===== src/rtl/tccta_pkg.sv =====
// package for the two-channel capture/compare timer
// assumes a single clk_sys domain at 25 MHz
package tccta_pkg;
	localparam int CNT_W = 16;
	localparam logic [15:0] MOD_RESET = 16'hFFFF;
	localparam logic [2:0] DIV_EXT = 3'h7;
	localparam int CAP_DELAY = 2;
	// edge/level select codes
	localparam logic [1:0] ELS_NONE = 2'h0;
	localparam logic [1:0] ELS_RISE_TOGGLE = 2'h1;
	localparam logic [1:0] ELS_FALL_CLEAR = 2'h2;
	localparam logic [1:0] ELS_BOTH_SET = 2'h3;
endpackage : tccta_pkg


===== src/rtl/tccta_timer.sv =====
// two-channel capture/compare timer core, registers as plain ports
// assumes pins synchronous to clk_sys, software writes arrive as one-cycle strobes
`timescale 1ns/1ps
`default_nettype none
// Notes on behaviour
// - a 16-bit up-counter is the shared time base, free or modulo
// - wrap point comes from the high and low modulo value pair
// - counter value readable any time without disturbing counting
// - each channel independently selects input capture or output compare
// - three-bit divider select picks seven bus divisions or the external clock
// - capture edge chosen by the channel's two edge select bits
// - active edge copies counter into the channel's two 8-bit value registers
// - capture happens whether the channel flag is set or clear
// - capture sets channel flag; enabled flag raises interrupt request
// - captured count lands three bus cycles after the pin edge
// - later capture overwrites earlier captured value
// - reset leaves channel value registers unchanged
// - compare match sets, clears or toggles pin and sets channel flag
// - unbuffered compare value takes effect immediately when written
// - buffered select on channel 0 links both channels onto channel 0 pin
// - channel 0 first; each overflow passes control to last written pair
// - linked: channel 0 control governs, channel 1 pin becomes general I/O
// - toggle-on-overflow flips the pin when counter reaches modulo value
// - pulse width is time from overflow to compare match
// - overflow flag set at modulo value; enabled flag raises request
// - mode 0:1 unbuffered, 1:0 buffered; buffered bit overrides on channel 0
// - halt bit stops counting; reset bit clears counter and prescaler
module tccta_timer (
	input wire logic clk_sys,
	input wire logic rst,
	input wire logic [2:0] clock_divider_select,
	input wire logic counter_halt,
	input wire logic counter_reset,
	input wire logic overflow_irq_enable,
	input wire logic overflow_flag_clear,
	input wire logic [15:0] modulo_value,
	input wire logic modulo_write,
	input wire logic [1:0] ch_mode,
	input wire logic [1:0] buffered_link_select,
	input wire logic [1:0] unbuffered_mode_select,
	input wire logic [1:0] edge_level_select_hi,
	input wire logic [1:0] edge_level_select_lo,
	input wire logic [1:0] toggle_on_overflow,
	input wire logic [1:0] channel_irq_enable,
	input wire logic [1:0] channel_flag_clear,
	input wire logic [15:0] channel_wdata,
	input wire logic [1:0] channel_write,
	input wire logic ext_timer_clock_pin,
	input wire logic channel0_pin_in,
	input wire logic channel1_pin_in,
	input wire logic channel1_gpio_out,
	input wire logic channel1_gpio_oe,
	output logic channel0_pin_out,
	output logic channel0_pin_oe,
	output logic channel1_pin_out,
	output logic channel1_pin_oe,
	output logic [15:0] counter_value,
	output logic [15:0] channel0_value,
	output logic [15:0] channel1_value,
	output logic overflow_flag,
	output logic channel0_event_flag,
	output logic channel1_event_flag,
	output logic overflow_irq,
	output logic channel0_irq,
	output logic channel1_irq,
	output logic active_pair
);
	// ch_mode bit set means output compare for that channel, except channel 1 while linked; clear leaves it to the buffered and unbuffered select bits
	logic [6:0] prescale;
	logic ext_s1, ext_s2, ext_s3;
	logic tick;
	logic [15:0] modulo;
	logic at_mod;
	logic [1:0] pin_d1, pin_d2;
	logic [1:0] cap_edge;
	logic [1:0] cap_pend;
	logic linked;
	logic last_written;
	logic [1:0] is_cmp;
	logic [1:0] match;
	logic [15:0] cmp_val0;

	assign linked = buffered_link_select[0];
	assign is_cmp[0] = linked | unbuffered_mode_select[0] | ch_mode[0];
	assign is_cmp[1] = ~linked & (unbuffered_mode_select[1] | buffered_link_select[1]
		| ch_mode[1]);

	// divided bus clock or external clock edge
	always_ff @(posedge clk_sys) begin
		if (rst || counter_reset) begin
			prescale <= '0;
		end else if (!counter_halt) begin
			prescale <= prescale + 7'h01;
		end
	end

	always_ff @(posedge clk_sys) begin
		if (rst) begin
			ext_s1 <= 1'b0;
			ext_s2 <= 1'b0;
			ext_s3 <= 1'b0;
		end else begin
			ext_s1 <= ext_timer_clock_pin;
			ext_s2 <= ext_s1;
			ext_s3 <= ext_s2;
		end
	end

	always_comb begin
		if (clock_divider_select == tccta_pkg::DIV_EXT) begin
			tick = ext_s2 & ~ext_s3;
		end else if (clock_divider_select == 3'h0) begin
			tick = 1'b1;
		end else begin
			tick = (prescale & ((7'h01 << clock_divider_select) - 7'h01)) == 7'h00;
		end
	end

	always_ff @(posedge clk_sys) begin
		if (rst) begin
			modulo <= tccta_pkg::MOD_RESET;
		end else if (modulo_write) begin
			modulo <= modulo_value;
		end
	end

	assign at_mod = counter_value == modulo;
	wire cnt_step = tick & ~counter_halt & ~counter_reset;
	wire ovf_evt = cnt_step & at_mod;

	always_ff @(posedge clk_sys) begin
		if (rst || counter_reset) begin
			counter_value <= '0;
		end else if (cnt_step) begin
			if (at_mod) begin
				counter_value <= '0;
			end else begin
				counter_value <= counter_value + 16'h0001;
			end
		end
	end

	always_ff @(posedge clk_sys) begin
		if (rst) begin
			overflow_flag <= 1'b0;
		end else if (ovf_evt) begin
			overflow_flag <= 1'b1;
		end else if (overflow_flag_clear) begin
			overflow_flag <= 1'b0;
		end
	end

	// capture edge detection, two cycles to landing; reset loads pin levels, no false edge
	always_ff @(posedge clk_sys) begin
		if (rst) begin
			pin_d1 <= {channel1_pin_in, channel0_pin_in};
			pin_d2 <= {channel1_pin_in, channel0_pin_in};
			cap_pend <= 2'b00;
		end else begin
			pin_d1 <= {channel1_pin_in, channel0_pin_in};
			pin_d2 <= pin_d1;
			cap_pend <= cap_edge;
		end
	end

	genvar g;
	generate
		for (g = 0; g < 2; g++) begin : g_edge
			always_comb begin
				cap_edge[g] = 1'b0;
				if (!is_cmp[g] && !(g == 1 && linked)) begin
					case ({edge_level_select_hi[g], edge_level_select_lo[g]})
						tccta_pkg::ELS_RISE_TOGGLE: cap_edge[g] = pin_d1[g] & ~pin_d2[g];
						tccta_pkg::ELS_FALL_CLEAR: cap_edge[g] = ~pin_d1[g] & pin_d2[g];
						tccta_pkg::ELS_BOTH_SET: cap_edge[g] = pin_d1[g] ^ pin_d2[g];
						default: cap_edge[g] = 1'b0;
					endcase
				end
			end
		end
	endgenerate

	// channel value registers carry no reset
	always_ff @(posedge clk_sys) begin
		if (cap_pend[0]) begin
			channel0_value <= counter_value;
		end else if (channel_write[0]) begin
			channel0_value <= channel_wdata;
		end
	end

	always_ff @(posedge clk_sys) begin
		if (cap_pend[1]) begin
			channel1_value <= counter_value;
		end else if (channel_write[1]) begin
			channel1_value <= channel_wdata;
		end
	end

	// linked pair selection
	always_ff @(posedge clk_sys) begin
		if (rst) begin
			last_written <= 1'b0;
		end else if (channel_write[1]) begin
			last_written <= 1'b1;
		end else if (channel_write[0]) begin
			last_written <= 1'b0;
		end
	end

	always_ff @(posedge clk_sys) begin
		if (rst || !linked) begin
			active_pair <= 1'b0;
		end else if (ovf_evt) begin
			active_pair <= last_written;
		end
	end

	assign cmp_val0 = (linked && active_pair) ? channel1_value : channel0_value;
	assign match[0] = is_cmp[0] & cnt_step & (counter_value == cmp_val0);
	assign match[1] = is_cmp[1] & cnt_step & (counter_value == channel1_value);

	always_ff @(posedge clk_sys) begin
		if (rst) begin
			channel0_event_flag <= 1'b0;
		end else if (match[0] || cap_pend[0]) begin
			channel0_event_flag <= 1'b1;
		end else if (channel_flag_clear[0]) begin
			channel0_event_flag <= 1'b0;
		end
	end

	always_ff @(posedge clk_sys) begin
		if (rst) begin
			channel1_event_flag <= 1'b0;
		end else if (match[1] || cap_pend[1]) begin
			channel1_event_flag <= 1'b1;
		end else if (channel_flag_clear[1]) begin
			channel1_event_flag <= 1'b0;
		end
	end

	always_ff @(posedge clk_sys) begin
		if (rst) begin
			overflow_irq <= 1'b0;
			channel0_irq <= 1'b0;
			channel1_irq <= 1'b0;
		end else begin
			overflow_irq <= overflow_irq_enable & (overflow_flag | ovf_evt);
			channel0_irq <= channel_irq_enable[0] & (channel0_event_flag | match[0]
				| cap_pend[0]);
			channel1_irq <= channel_irq_enable[1] & (channel1_event_flag | match[1]
				| cap_pend[1]) & ~linked;
		end
	end

	// pin drive; compare action wins over overflow toggle in the same tick
	function automatic logic next_pin(input logic cur, input logic m, input logic ov,
		input logic tov, input logic [1:0] els);
		logic v;
		v = cur;
		if (ov && tov) begin
			v = ~v;
		end
		if (m) begin
			case (els)
				tccta_pkg::ELS_RISE_TOGGLE: v = ~cur;
				tccta_pkg::ELS_FALL_CLEAR: v = 1'b0;
				tccta_pkg::ELS_BOTH_SET: v = 1'b1;
				default: v = v;
			endcase
		end
		return v;
	endfunction : next_pin

	always_ff @(posedge clk_sys) begin
		if (rst) begin
			channel0_pin_out <= 1'b0;
			channel0_pin_oe <= 1'b0;
		end else begin
			channel0_pin_oe <= is_cmp[0] && {edge_level_select_hi[0], edge_level_select_lo[0]}
				!= tccta_pkg::ELS_NONE;
			channel0_pin_out <= next_pin(channel0_pin_out, match[0], ovf_evt,
				toggle_on_overflow[0], {edge_level_select_hi[0], edge_level_select_lo[0]});
		end
	end

	always_ff @(posedge clk_sys) begin
		if (rst) begin
			channel1_pin_out <= 1'b0;
			channel1_pin_oe <= 1'b0;
		end else if (linked) begin
			channel1_pin_out <= channel1_gpio_out;
			channel1_pin_oe <= channel1_gpio_oe;
		end else begin
			channel1_pin_oe <= is_cmp[1] && {edge_level_select_hi[1], edge_level_select_lo[1]}
				!= tccta_pkg::ELS_NONE;
			channel1_pin_out <= next_pin(channel1_pin_out, match[1], ovf_evt,
				toggle_on_overflow[1], {edge_level_select_hi[1], edge_level_select_lo[1]});
		end
	end
endmodule : tccta_timer
`default_nettype wire


===== config.mk =====
export PLATFORM = sky130hd
export DESIGN_NAME = tccta_timer
export DESIGN_NICKNAME = d
export VERILOG_FILES = /design/src/rtl/tccta_pkg.sv /design/src/rtl/tccta_timer.sv
export SDC_FILE = /design/constraint.sdc
export NUM_CORES = 1
export LEC_CHECK = 0
export ABC_AREA = 1
export BUFFER_PORTS_ARGS = -buffer_cell sky130_fd_sc_hd__buf_4
export CORE_MARGIN = 8
export CORE_UTILIZATION = 49
export DETAILED_ROUTE_END_ITERATION = 8
export PLACE_DENSITY = 0.87
export SYNTH_ARGS = -nofsm -noshare
export SYNTH_HDL_FRONTEND = slang
export SYNTH_SLANG_ARGS = --single-unit

===== constraint.sdc =====
create_clock -name clk_sys -period 1.9 [get_ports clk_sys]
set_input_delay 0 -clock clk_sys [delete_from_list [all_inputs] [get_ports clk_sys]]
set_output_delay 0 -clock clk_sys [all_outputs]
set_load 0.01 [all_outputs]

==> Word-level counts from Yosys, hierarchy flattened <==
Cells that the tools add are included.
{ "classes": {"mux": 27, "eq_ne": 10, "n_reduce_logical": 24, "n_shift": 1, "addsub": 3, "n_bitwise": 40} }
{ "op_table": {"columns": ["operator", "count"], "rows": [
  ["16-bit 2-to-1 mux", 6],
  ["16-bit equality test", 3],
  ["1-bit bitwise AND", 17],
  ["16-bit by 1-bit adder with 16-bit output, second input constant", 1],
  ["1-bit 2-to-1 mux", 16],
  ["2-bit nonzero test", 8],
  ["1-bit case mux with 3 select lines", 4],
  ["1-bit inverter", 11],
  ["1-bit OR", 9],
  ["2-bit equality test, second input constant", 4],
  ["7-bit by 1-bit adder with 7-bit output, second input constant", 1],
  ["7-bit bitwise AND", 1],
  ["7-bit logical NOT", 1],
  ["1-bit by 3-bit left shift with 7-bit output, first input constant", 1],
  ["7-bit by 1-bit subtractor with 7-bit output, second input constant", 1],
  ["1-bit logical AND", 6],
  ["2-bit by 1-bit equality test with 1-bit output, second input constant", 2],
  ["1-bit logical OR", 4],
  ["2-bit OR reduction", 2],
  ["3-bit equality test, second input constant", 1],
  ["3-bit logical NOT", 1],
  ["1-bit logical NOT", 2],
  ["2-bit 2-to-1 mux", 1],
  ["1-bit bitwise XOR", 2]
]} }
{ "totals": {"regBits": 92, "out_inout_bits": 59, "wordCells": 129, "inputBits": 65} }

==> Longest topological paths before layout <==
Gate-level depths: netlist (run 1).
{ "logic_depth": {"depth_word": 14, "mapped_depth": 19, "depth_no_buf": 18} }

==> Worst setup path before layout (run 1) <==
OpenSTA, ideal clock, no wires.
{ "synth_path": {"path_kind": "in2reg", "from": "input clock_divider_select[1]", "to": "register counter_value[3]", "required_ns": 1.776, "arrival_time_ns": 1.604, "path_stages": 19, "setup_time_ns": 0.124, "slack_ns": 0.172, "n_path_buf": 1, "path_cell_list": "buf_4 inv_2 nand2_1 nor2_2 inv_1 ha_1 inv_1 nand2_1 nand3_1 nor2_1 nand2_1 o21bai_2 nand2_4 nor2_4 inv_2 nand2_4 inv_2 o21ai_2 a21oi_1"} }
{ "synth_between": {"elab_chain_cells": 8, "elab_cells_between_ends": 10, "cone_classes": "add/sub (1); eq/ne (1); shift (1); mux (2); bitwise (3); reduce/logical (2)"} }
{ "synth_lines": {"columns": ["item", "line_no", "text"], "rows": [
  ["from (decl)", "tccta_timer.sv:31", "input wire logic [2:0] clock_divider_select,"],
  ["1-bit by 3-bit left shift with 7-bit output", "tccta_timer.sv:115", "tick = (prescale & ((7'h01 << clock_divider_select) - 7'h01)) == 7'h00;"],
  ["7-bit by 1-bit subtractor with 7-bit output", "tccta_timer.sv:115", null],
  ["7-bit bitwise AND", "tccta_timer.sv:115", null],
  ["7-bit logical NOT", "tccta_timer.sv:115", null],
  ["1-bit 2-to-1 mux", "tccta_timer.sv:112", "end else if (clock_divider_select == 3'h0) begin"],
  ["1-bit 2-to-1 mux *", "tccta_timer.sv:110", "if (clock_divider_select == tccta_pkg::DIV_EXT) begin"],
  ["1-bit bitwise AND * (2 in a row)", "tccta_timer.sv:128", "wire cnt_step = tick & ~counter_halt & ~counter_reset;"],
  ["to (signal assigned)", "tccta_timer.sv:138", "counter_value <= counter_value + 16'h0001;"],
  ["to (decl)", "tccta_timer.sv:57", "output logic [15:0] counter_value,"]
]} }
Every way passes the cells marked *; elsewhere a longest branch is shown, timed or not.
A chain may end at the register's enable or synchronous reset.

==> results.sh, run 1 <==
export IMPL_io_buffers=123
export IMPL_cts_sinks=92
export IMPL_drt_iter0_drc=537
export IMPL_cts_root_buf="clkbuf_8"
export IMPL_fmax_mhz=547
export IMPL_clockBufferDepth=2
export IMPL_power_leakage_nw=3.40
export IMPL_clkTransAtPathRegs_ns=0.09
export IMPL_initial_core_util=0.506
export IMPL_tightestPinTransition_ns=0.554
export IMPL_slew_headroom=0.628
export IMPL_layout_nets=1017
export IMPL_critPathMaxFanout=18
export IMPL_internal_power_mw=3.10
export IMPL_dieArea_sq_um=14200
export IMPL_crit_type="input pin to flip-flop"
export IMPL_fp_dieW_um=119
export IMPL_grt_pass1_vias=5840
export IMPL_die_y_um=119
export IMPL_synth_seq_cells=92
export IMPL_antenna_found_initial=1
export IMPL_period_share=0.962
export IMPL_overflow=0
export IMPL_synth_distinct_cells=43
export IMPL_grt_pass1_wl_um=29300
export IMPL_drc=0
export IMPL_syn_area_sq_um=5220
export IMPL_min_from="channel_wdata[8]"
export IMPL_post_dp_hpwl_um=12600
export IMPL_hold_violations=0
export IMPL_area_delta_synth_final_pct=42.4
export IMPL_finalPower_mw=4.25
export IMPL_layout_drive_gt1_share=0.257
export IMPL_post_cts_buffers=0
export IMPL_synth_cells=730
export IMPL_synth_edf_count=32
export IMPL_crit_arrival_ns=2.08
export IMPL_setup_worst_path_start="rst"
export IMPL_cp_required_ns=2.15
export IMPL_viasPerCell=5.39
export IMPL_combPwrFrac=0.165
export IMPL_reg2reg_from="active_pair"
export IMPL_synth_seq_area_share=0.414
export IMPL_post_route_min_period_ns=1.83
export IMPL_p_per_area_nw_per_um2=571
export IMPL_ant_nets=0
export IMPL_drv_cap=0
export IMPL_synth_top_area_share=0.230
export IMPL_cts_made_buffers=9
export IMPL_synth_area_leader_cell="dfxtp_1"
export IMPL_setup_viol=0
export IMPL_cts_tree="built"
export IMPL_end_kind="flip-flop"
export IMPL_clock_power_share=0.318
export IMPL_gp_congestion=0.925
export IMPL_p_switching_mw=1.15
export IMPL_wl_um=18400
export IMPL_grtUsageTotal=0.254
export IMPL_synthArstFlopShare=0
export IMPL_ys_warn_count=0
export IMPL_core_area_sq_um=10300
export IMPL_synth_area_leaders="dfxtp_1, edfxtp_1, nand2_1, inv_1, nand3_1"
export IMPL_switching_share=0.271
export IMPL_outcome="finished, final reports clean"
export IMPL_num_vias=5863
export IMPL_drtPass1Iterations=6
export IMPL_ys_flop_type="dfxtp_1"
export IMPL_placementRows=37
export IMPL_postSynthAreaPerCell_sq_um=7.15
export IMPL_critPathLaunchType="input pin"
export IMPL_irDropWorstVdd_mv=0.441
export IMPL_htreeDepth=3
export IMPL_wl_per_cell_um=16.9
export IMPL_skew_ns=0.0125
export IMPL_ios=124
export IMPL_syn_nets=802
export IMPL_hold_class="input pin to flip-flop"
export IMPL_power_frac_seq=0.517
export IMPL_setup_tns_ns=0
export IMPL_grt_max_degree=34
export IMPL_clk_latency_ns=0.37
export IMPL_slew_violations=0
[synthesized netlist by cell type, types with 2 or more instances]
library cell	n
nand2_1	212
inv_1	88
nor2_1	61
dfxtp_1	60
nand3_1	54
o21ai_0	45
edfxtp_1	32
a21oi_1	24
xnor2_1	17
nor3_1	13
clkbuf_1	12
buf_2	11
xor2_1	11
inv_2	10
nand4_1	10
o21ai_1	9
ha_1	7
o22ai_1	7
buf_6	4
nor3_2	4
buf_4	3
nor2_4	3
o211ai_1	3
a32oi_1	2
and3_1	2
clkinv_1	2
nand2_2	2
nand2_4	2
nand3b_1	2
nor4_1	2
nor4_2	2
o21ai_2	2
or2_2	2
[state kept, by name, summed over array words and instances (netlist names), 2 cells and up]
register and count:
pin_d2 2, cap_pend 2, prescale 7, channel1_value 16, pin_d1 2, channel0_value 16
modulo 16, counter_value 16
[worst max-delay path: stages]
cell and delay [ns]:
dlygate4sd3_1 0.53, buf_4 0.21, a21oi_1 0.13, dlygate4sd3_1 0.55
o21ai_0 0.08, dlygate4sd3_1 0.58
[cell usage in the layout (no fill, tap or decap), drive strengths merged, types with 7 or more instances in the layout]
cell	synthesis	final
nand2	216	216
buf	19	169
inv	98	101
dlygate4sd3	0	66
nor2	65	65
dfxtp	60	60
o21ai	56	56
nand3	55	55
edfxtp	32	32
a21oi	24	24
xnor2	17	17
nor3	17	17
xor2	11	11
nand4	10	10
clkbuf	12	10
o22ai	7	7
ha	7	7
[metal layers]
layer	global-route usage	wire length, um	vias up
li1	-	-	2765
met1	0.290	6840	2716
met2	0.444	9270	314
met3	0.0524	1540	68
met4	0.127	758	0
met5	0	0	-
[power by group through the flow]
stage | Clock, mW | Combinational [mW] | Sequential, mW
after floorplan | 0 | 0.276 | 2.24
after global routing | 1.44 | 0.761 | 2.20
after global placement | 0 | 0.541 | 2.23
final | 1.35 | 0.699 | 2.20
after CTS | 1.36 | 0.667 | 2.19
after detailed placement | 0 | 0.558 | 2.24
[cell type report]
type                            count  area [sq um]
Fill cell                         743          2890
Multi-Input combinational cell    507          2570
Clock buffer                       10           128
Timing Repair Buffer              235          1940
Clock inverter                      6          61.3
Antenna cell                        2          5.00
Sequential cell                    92          2190
Tap cell                          136           170
Inverter                          100           380
[final timing paths]
path         slack, ns  cells after the start                   to
max               0.07                      6            modulo[5]
min               0.01                      3    channel0_value[8]
max reg2reg       0.09                     14  channel0_event_flag
min reg2reg       0.41                      2               ext_s2
[timing repair]
action	CTS	global route
resized for setup	0	39
endpoints found under the setup margin	0	17
hold buffers	66	0
hold endpoints to repair	61	0
[stage by stage]
step	instance area [sq um]	hold WS, ns	utilization	worst slack, ns	instances
after floorplan	5220	0.0277	-	0.172	730
after global placement	6470	0.114	0.627	0.0626	1002
after detailed placement	6470	0.114	0.627	0.0102	1002
after CTS	7320	0.000524	0.709	0.0123	1084
after global routing	7430	0.0186	0.720	-0.0303	1087
final	7440	0.0119	0.720	0.0729	1088
[kinds of logic (layout without fill, tap and decap cells)]
| group | after synthesis | count (layout) | synth area share |
|---|---|---|---|
| simple gates | 374 | 374 | 0.313 |
| fa+ha+maj | 7 | 7 | 0.0168 |
| flops | 92 | 92 | 0.414 |
| xor+xnor | 28 | 28 | 0.0470 |
| compound gates | 98 | 98 | 0.105 |
| other cells | 0 | 2 | 0 |
| buf+inv | 131 | 351 | 0.105 |
Note: power is estimated with default switching activity, not from simulation.
==> inputs of run 2 (changes only) <==
CORE_UTILIZATION = 54   (was 49)
PLACE_DENSITY = 0.9   (was 0.87)
clock period = 1.92 ns   (was 1.9 ns; I/O delays follow)
==> run 2 against run 1 <==
  * The flow now finishes with violations (negative hold slack)
  * Cell area down 0.13%
  * Combinational power decreased by 1%
  * Clock-buffer cell count is 1 lower
  * Utilization up 5.4 points
  * Wire length grew 3.9%
  * Clock power barely moved
  * Die area down 8.0%
  * Critical path depth grew 1
  * Critical endpoint is now counter_value[8]
==> results.sh, run 2 (synthesized netlist as in run 1, its figures left out) <==
export IMPL_overflow=0
export IMPL_placementRows=36
export IMPL_drv_cap=0
export IMPL_p_per_area_nw_per_um2=568
export IMPL_fmax_mhz=525
export IMPL_fin_util=0.774
export IMPL_finalPower_mw=4.22
export IMPL_period_share=0.993
export IMPL_clk_latency_ns=0.37
export IMPL_final_cell_mix="nand2_1, buf_4, inv_1"
export IMPL_cts_sinks=92
export IMPL_ant_nets=0
export IMPL_die_y_um=114
export IMPL_antenna_found_initial=0
export IMPL_cp_required_ns=2.18
export IMPL_setup_viol=0
export IMPL_layout_commonest_cell="nand2_1"
export IMPL_critPathMaxFanout=8
export IMPL_layout_drive_gt1_share=0.244
export IMPL_num_vias=5974
export IMPL_diodes=0
export IMPL_viasPerCell=5.52
export IMPL_layout_nets=1016
export IMPL_violations="negative hold slack"
export IMPL_slew_violations=0
export IMPL_grt_pass1_wl_um=29600
export IMPL_drt_iter0_drc=693
export IMPL_end_kind="flip-flop"
export IMPL_cts_made_buffers=9
export IMPL_outcome="finished, violations left"
export IMPL_area_delta_synth_final_pct=42.3
export IMPL_wl_per_cell_um=17.7
export IMPL_ios=124
export IMPL_crit_arrival_ns=2.17
export IMPL_wl_um=19100
export IMPL_skew_ns=0.0126
export IMPL_gp_congestion=0.993
export IMPL_tightestPinTransition_ns=0.558
export IMPL_nFillCells=607
export IMPL_rsz0062_at_grt="true"
export IMPL_fp_dieW_um=114
export IMPL_clkTransAtPathRegs_ns=0.09
export IMPL_hold_violations=1
export IMPL_clockBufferDepth=2
export IMPL_power_leakage_nw=3.42
export IMPL_initial_core_util=0.544
export IMPL_io_buffers=123
export IMPL_grt_pass1_vias=5901
export IMPL_setup_tns_ns=0
export IMPL_critPathLaunchType="flip-flop"
export IMPL_hold_ws_ns=-0.00195
export IMPL_grt_max_degree=34
export IMPL_post_dp_hpwl_um=12400
export IMPL_core_area_sq_um=9590
export IMPL_crit_type="flip-flop to flip-flop"
export IMPL_slew_headroom=0.626
export IMPL_drc=0
export IMPL_htreeDepth=3
export IMPL_dieArea_sq_um=13100
export IMPL_grtUsageTotal=0.287
export IMPL_hold_class="input pin to flip-flop"
export IMPL_post_route_min_period_ns=1.91
export IMPL_irDropWorstVdd_mv=0.410
export IMPL_drtPass1Iterations=7
export IMPL_cts_tree="built"
export IMPL_cts_root_buf="clkbuf_8"
## run 2: cell count changes in the layout (fill, tap and decap cells not counted), sizes merged
cell,before,now
buf,169,168
clkinv,4,6
clkbuf,10,9
inv,101,100
diode,2,0
## run 2: repair_timing
action / 4_1_cts / 5_1_grt
hold buffers: 66 / 0
endpoints found under the hold margin: 60 / 0
endpoints found under the setup margin: 0 / 20
gates resized for setup: 0 / 25
buffers inserted: 0 / 1
## run 2: metrics by stage
| stage | std cells | setup WS [ns] | hold slack, ns | area [sq um] |
|---|---|---|---|---|
| 2_1_floorplan | 730 | 0.192 | 0.0277 | 5220 |
| 3_3_place_gp | 999 | 0.0939 | 0.115 | 6490 |
| 3_5_place_dp | 999 | 0.0143 | 0.117 | 6490 |
| 4_1_cts | 1081 | 0.00254 | 0.00191 | 7350 |
| 5_1_grt | 1082 | -0.0576 | 0.0196 | 7430 |
| 6_report | 1082 | 0.0143 | -0.00195 | 7430 |
## run 2: power breakdown
part	internal, mW	switching, mW
logic	0.351	0.341
registers	2.10	0.0718
clock network	0.612	0.739
## run 2: worst max-delay path, cell delays in order (launching register included)
cell,delay [ns]
dfxtp_2,0.46
inv_1,0.17
nor4_2,0.34
nand2_1,0.24
nor3_4,0.31
nand3_1,0.13
nand2_1,0.11
nor2_1,0.04
## run 2: worst paths after layout
path	startpoint	endpoint	slack, ns	depth (start not counted)
worst max-delay path	counter_value[3]	counter_value[8]	0.01	7
worst min-delay path	counter_reset	prescale[4]	-0.002	4
worst max register to register	counter_value[3]	counter_value[8]	0.01	7
worst min register to register	ext_s1	ext_s2	0.41	2
## run 2: final cells by class
| type | instances | area (sq um) | area share |
|---|---|---|---|
| Timing Repair Buffer | 234 | 1950 | 0.262 |
| Sequential cell | 92 | 2180 | 0.294 |
| Multi-Input combinational cell | 507 | 2550 | 0.344 |
| Clock inverter | 7 | 75.1 | 0.0101 |
| Clock buffer | 9 | 124 | 0.0167 |
| Tap cell | 133 | 166 | 0.0224 |
| Inverter | 100 | 378 | 0.0509 |
## run 2: per-layer routing
layer / up-vias / track usage / part of all wire
li1: 2767 / - / -
met2: 398 / 0.516 / 0.50
met5: - / 0 / 0
met4: 0 / 0.129 / 0.047
met1: 2706 / 0.320 / 0.35
met3: 103 / 0.0575 / 0.10
==> inputs of run 3 (changes only) <==
ABC_AREA = not set   (was 1)
PLACE_DENSITY = 0.91   (was 0.9)
==> run 3 against run 2 <==
  * The flow finishes with violations (negative setup slack)
  * Global-route usage is 2.8 points higher
  * Area after synthesis is 4.3% lower
  * Final cell count is 20% lower
  * Critical path type unchanged
  * Largest cell class unchanged
  * Largest power group unchanged
  * Highest routed layer unchanged
==> results.sh, run 3 <==
export IMPL_outcome="finished, violations left"
export IMPL_violations="negative setup slack"
export IMPL_layout_nets=825
export IMPL_layout_drive_gt1_share=0.483
export IMPL_overflow=0
export IMPL_period_share=1.18
export IMPL_dp_cells=786
export IMPL_antenna_found_initial=0
export IMPL_cts_tree="built"
export IMPL_yosysMostFrequentCell="dfxtp_1"
export IMPL_ys_warn_count=0
export IMPL_postLayoutCellArea_sq_um=8000
export IMPL_ant_nets=0
export IMPL_synthArstFlopShare=0
export IMPL_slew_headroom=0.581
export IMPL_p_per_area_nw_per_um2=576
export IMPL_diodes=0
export IMPL_die_y_um=112
export IMPL_drv_cap=0
export IMPL_synth_area_leaders="dfxtp_1, edfxtp_1, mux2_2, xnor2_1, mux2i_1"
export IMPL_crit_type="flip-flop to flip-flop"
export IMPL_grt_max_degree=20
export IMPL_end_kind="flip-flop"
export IMPL_syn_area_sq_um=4990
export IMPL_slew_violations=0
export IMPL_stdcell_count=869
export IMPL_postSynthAreaPerCell_sq_um=10.3
export IMPL_synth_seq_cells=92
export IMPL_hold_ws_ns=0.0224
export IMPL_ys_flop_type="dfxtp_1"
export IMPL_syn_nets=559
export IMPL_tightestPinTransition_ns=0.627
export IMPL_synth_edf_count=32
export IMPL_dieArea_sq_um=12600
export IMPL_core_area_sq_um=9110
export IMPL_setup_ws_ns=-0.352
export IMPL_synth_commonest_cells="dfxtp_1, nor2_1, nand2_1, xnor2_1, mux2_2"
export IMPL_rsz0062_at_grt="true"
export IMPL_io_buffers=123
export IMPL_hold_violations=0
export IMPL_cts_root_buf="clkbuf_8"
export IMPL_synth_cells=487
export IMPL_post_dp_hpwl_um=12200
export IMPL_grtUsageTotal=0.315
export IMPL_critPathLaunchType="flip-flop"
export IMPL_grt_pass1_wl_um=31500
export IMPL_synth_seq_area_share=0.433
export IMPL_clkTransAtPathRegs_ns=0.10
export IMPL_num_vias=5560
export IMPL_power_leakage_nw=3.57
export IMPL_placementRows=35
export IMPL_initial_core_util=0.548
export IMPL_hold_class="input pin to flip-flop"
export IMPL_grt_pass1_vias=5770
export IMPL_fmax_mhz=440
export IMPL_final_cell_mix="buf_4, dlygate4sd3_1, dfxtp_1"
export IMPL_wl_per_cell_um=26.3
export IMPL_synth_top_area_share=0.240
export IMPL_drt_iter0_drc=660
export IMPL_ios=124
export IMPL_crit_arrival_ns=2.53
export IMPL_synth_distinct_cells=67
export IMPL_clockBufferDepth=2
export IMPL_skew_ns=0.0148
export IMPL_htreeDepth=3
export IMPL_cts_sinks=92
export IMPL_drc=0
export IMPL_setup_viol=17
export IMPL_wl_um=22900
export IMPL_irDropWorstVdd_mv=0.464
export IMPL_post_route_min_period_ns=2.27
export IMPL_cp_required_ns=2.18
export IMPL_drtPass1Iterations=6
export IMPL_placed_cell_area_sq_um=6720
export IMPL_critPathMaxFanout=3
export IMPL_viasPerCell=6.40
export IMPL_clk_latency_ns=0.38
export IMPL_fin_util=0.878
export IMPL_fp_dieW_um=112
export IMPL_area_delta_synth_final_pct=60.1
export IMPL_cts_made_buffers=9
export IMPL_layout_commonest_cell="buf_4"
export IMPL_synth_area_leader_cell="dfxtp_1"
export IMPL_gp_congestion=0.934
==> run 3: changes by cell type after synthesis, sizes merged, moves of 11 or more <==
cell | previous run | this run
nor2 | 65 | 36
inv | 98 | 23
nand2 | 216 | 37
mux2 | 0 | 34
xnor2 | 17 | 35
xor2 | 11 | 22
nand3 | 55 | 13
nand2b | 0 | 11
o21ai | 56 | 7
mux2i | 0 | 21
==> run 3: area by class of cell <==
cell class	instances	area [sq um]
Inverter	24	90.1
Timing Repair Buffer	285	2400
Multi-Input combinational cell	341	2950
Tap cell	111	139
Clock buffer	12	135
Fill cell	357	1110
Sequential cell	92	2190
Clock inverter	4	97.6
==> run 3: critical path, stage by stage (launching register included) <==
cell	delay [ns]
dfxtp_2	0.33
a21o_1	0.17
a221oi_4	0.25
buf_4	0.16
o2111ai_4	0.21
nor2_4	0.24
buf_6	0.14
nand4_1	0.14
xnor2_1	0.39
nor2_1	0.12
==> run 3: path summary, 6_finish.rpt <==
path	cells after the start	to	from	slack, ns
worst max-delay path	9	counter_value[3]	prescale[5]	-0.35
worst min-delay path	3	prescale[2]	counter_reset	0.02
worst max register to register	9	counter_value[3]	prescale[5]	-0.35
worst min register to register	1	ext_s2	ext_s1	0.46
==> run 3: timing repair <==
| item | CTS | global route |
|---|---|---|
| endpoints found under the setup margin | 21 | 24 |
| cloned | 1 | 0 |
| pin swaps | 21 | 45 |
| buffers inserted | 7 | 7 |
| resized for setup | 45 | 39 |
| endpoints found under the hold margin | 70 | 2 |
| hold buffers | 53 | 2 |
==> run 3: power breakdown <==
group,internal (mW),switching [mW],total (mW)
Sequential,2.10,0.0788,2.17
Clock,0.869,0.751,1.62
Combinational,0.436,0.374,0.810
==> run 3: kinds of logic (layout without fill, tap and decap cells) <==
kind of cell    Yosys count  after routing  synth area share
simple gates            168            168             0.190
compound gates           54             54            0.0927
mux                      55             55             0.119
flops                    92             92             0.433
xor+xnor                 57             57             0.101
fa+ha+maj                 7              7            0.0175
buf+inv                  54            325            0.0468
==> run 3: through the flow <==
step	total power [mW]	setup WS, ns	setup TNS (ns)
global placement	2.78	-0.241	-3.63
global route	4.70	-0.393	-4.30
finish	4.60	-0.352	-2.84
floorplan	2.47	-0.209	-1.96
detailed placement	2.81	-0.368	-5.57
CTS	4.44	-0.159	-0.605
==> run 3: per-layer routing <==
metal | GRT usage | share of wire | vias to the layer above
met5 | 0 | 0 | -
met4 | 0.182 | 0.077 | 0
met3 | 0.0875 | 0.12 | 191
met2 | 0.551 | 0.47 | 538
met1 | 0.336 | 0.34 | 2571
li1 | - | - | 2260
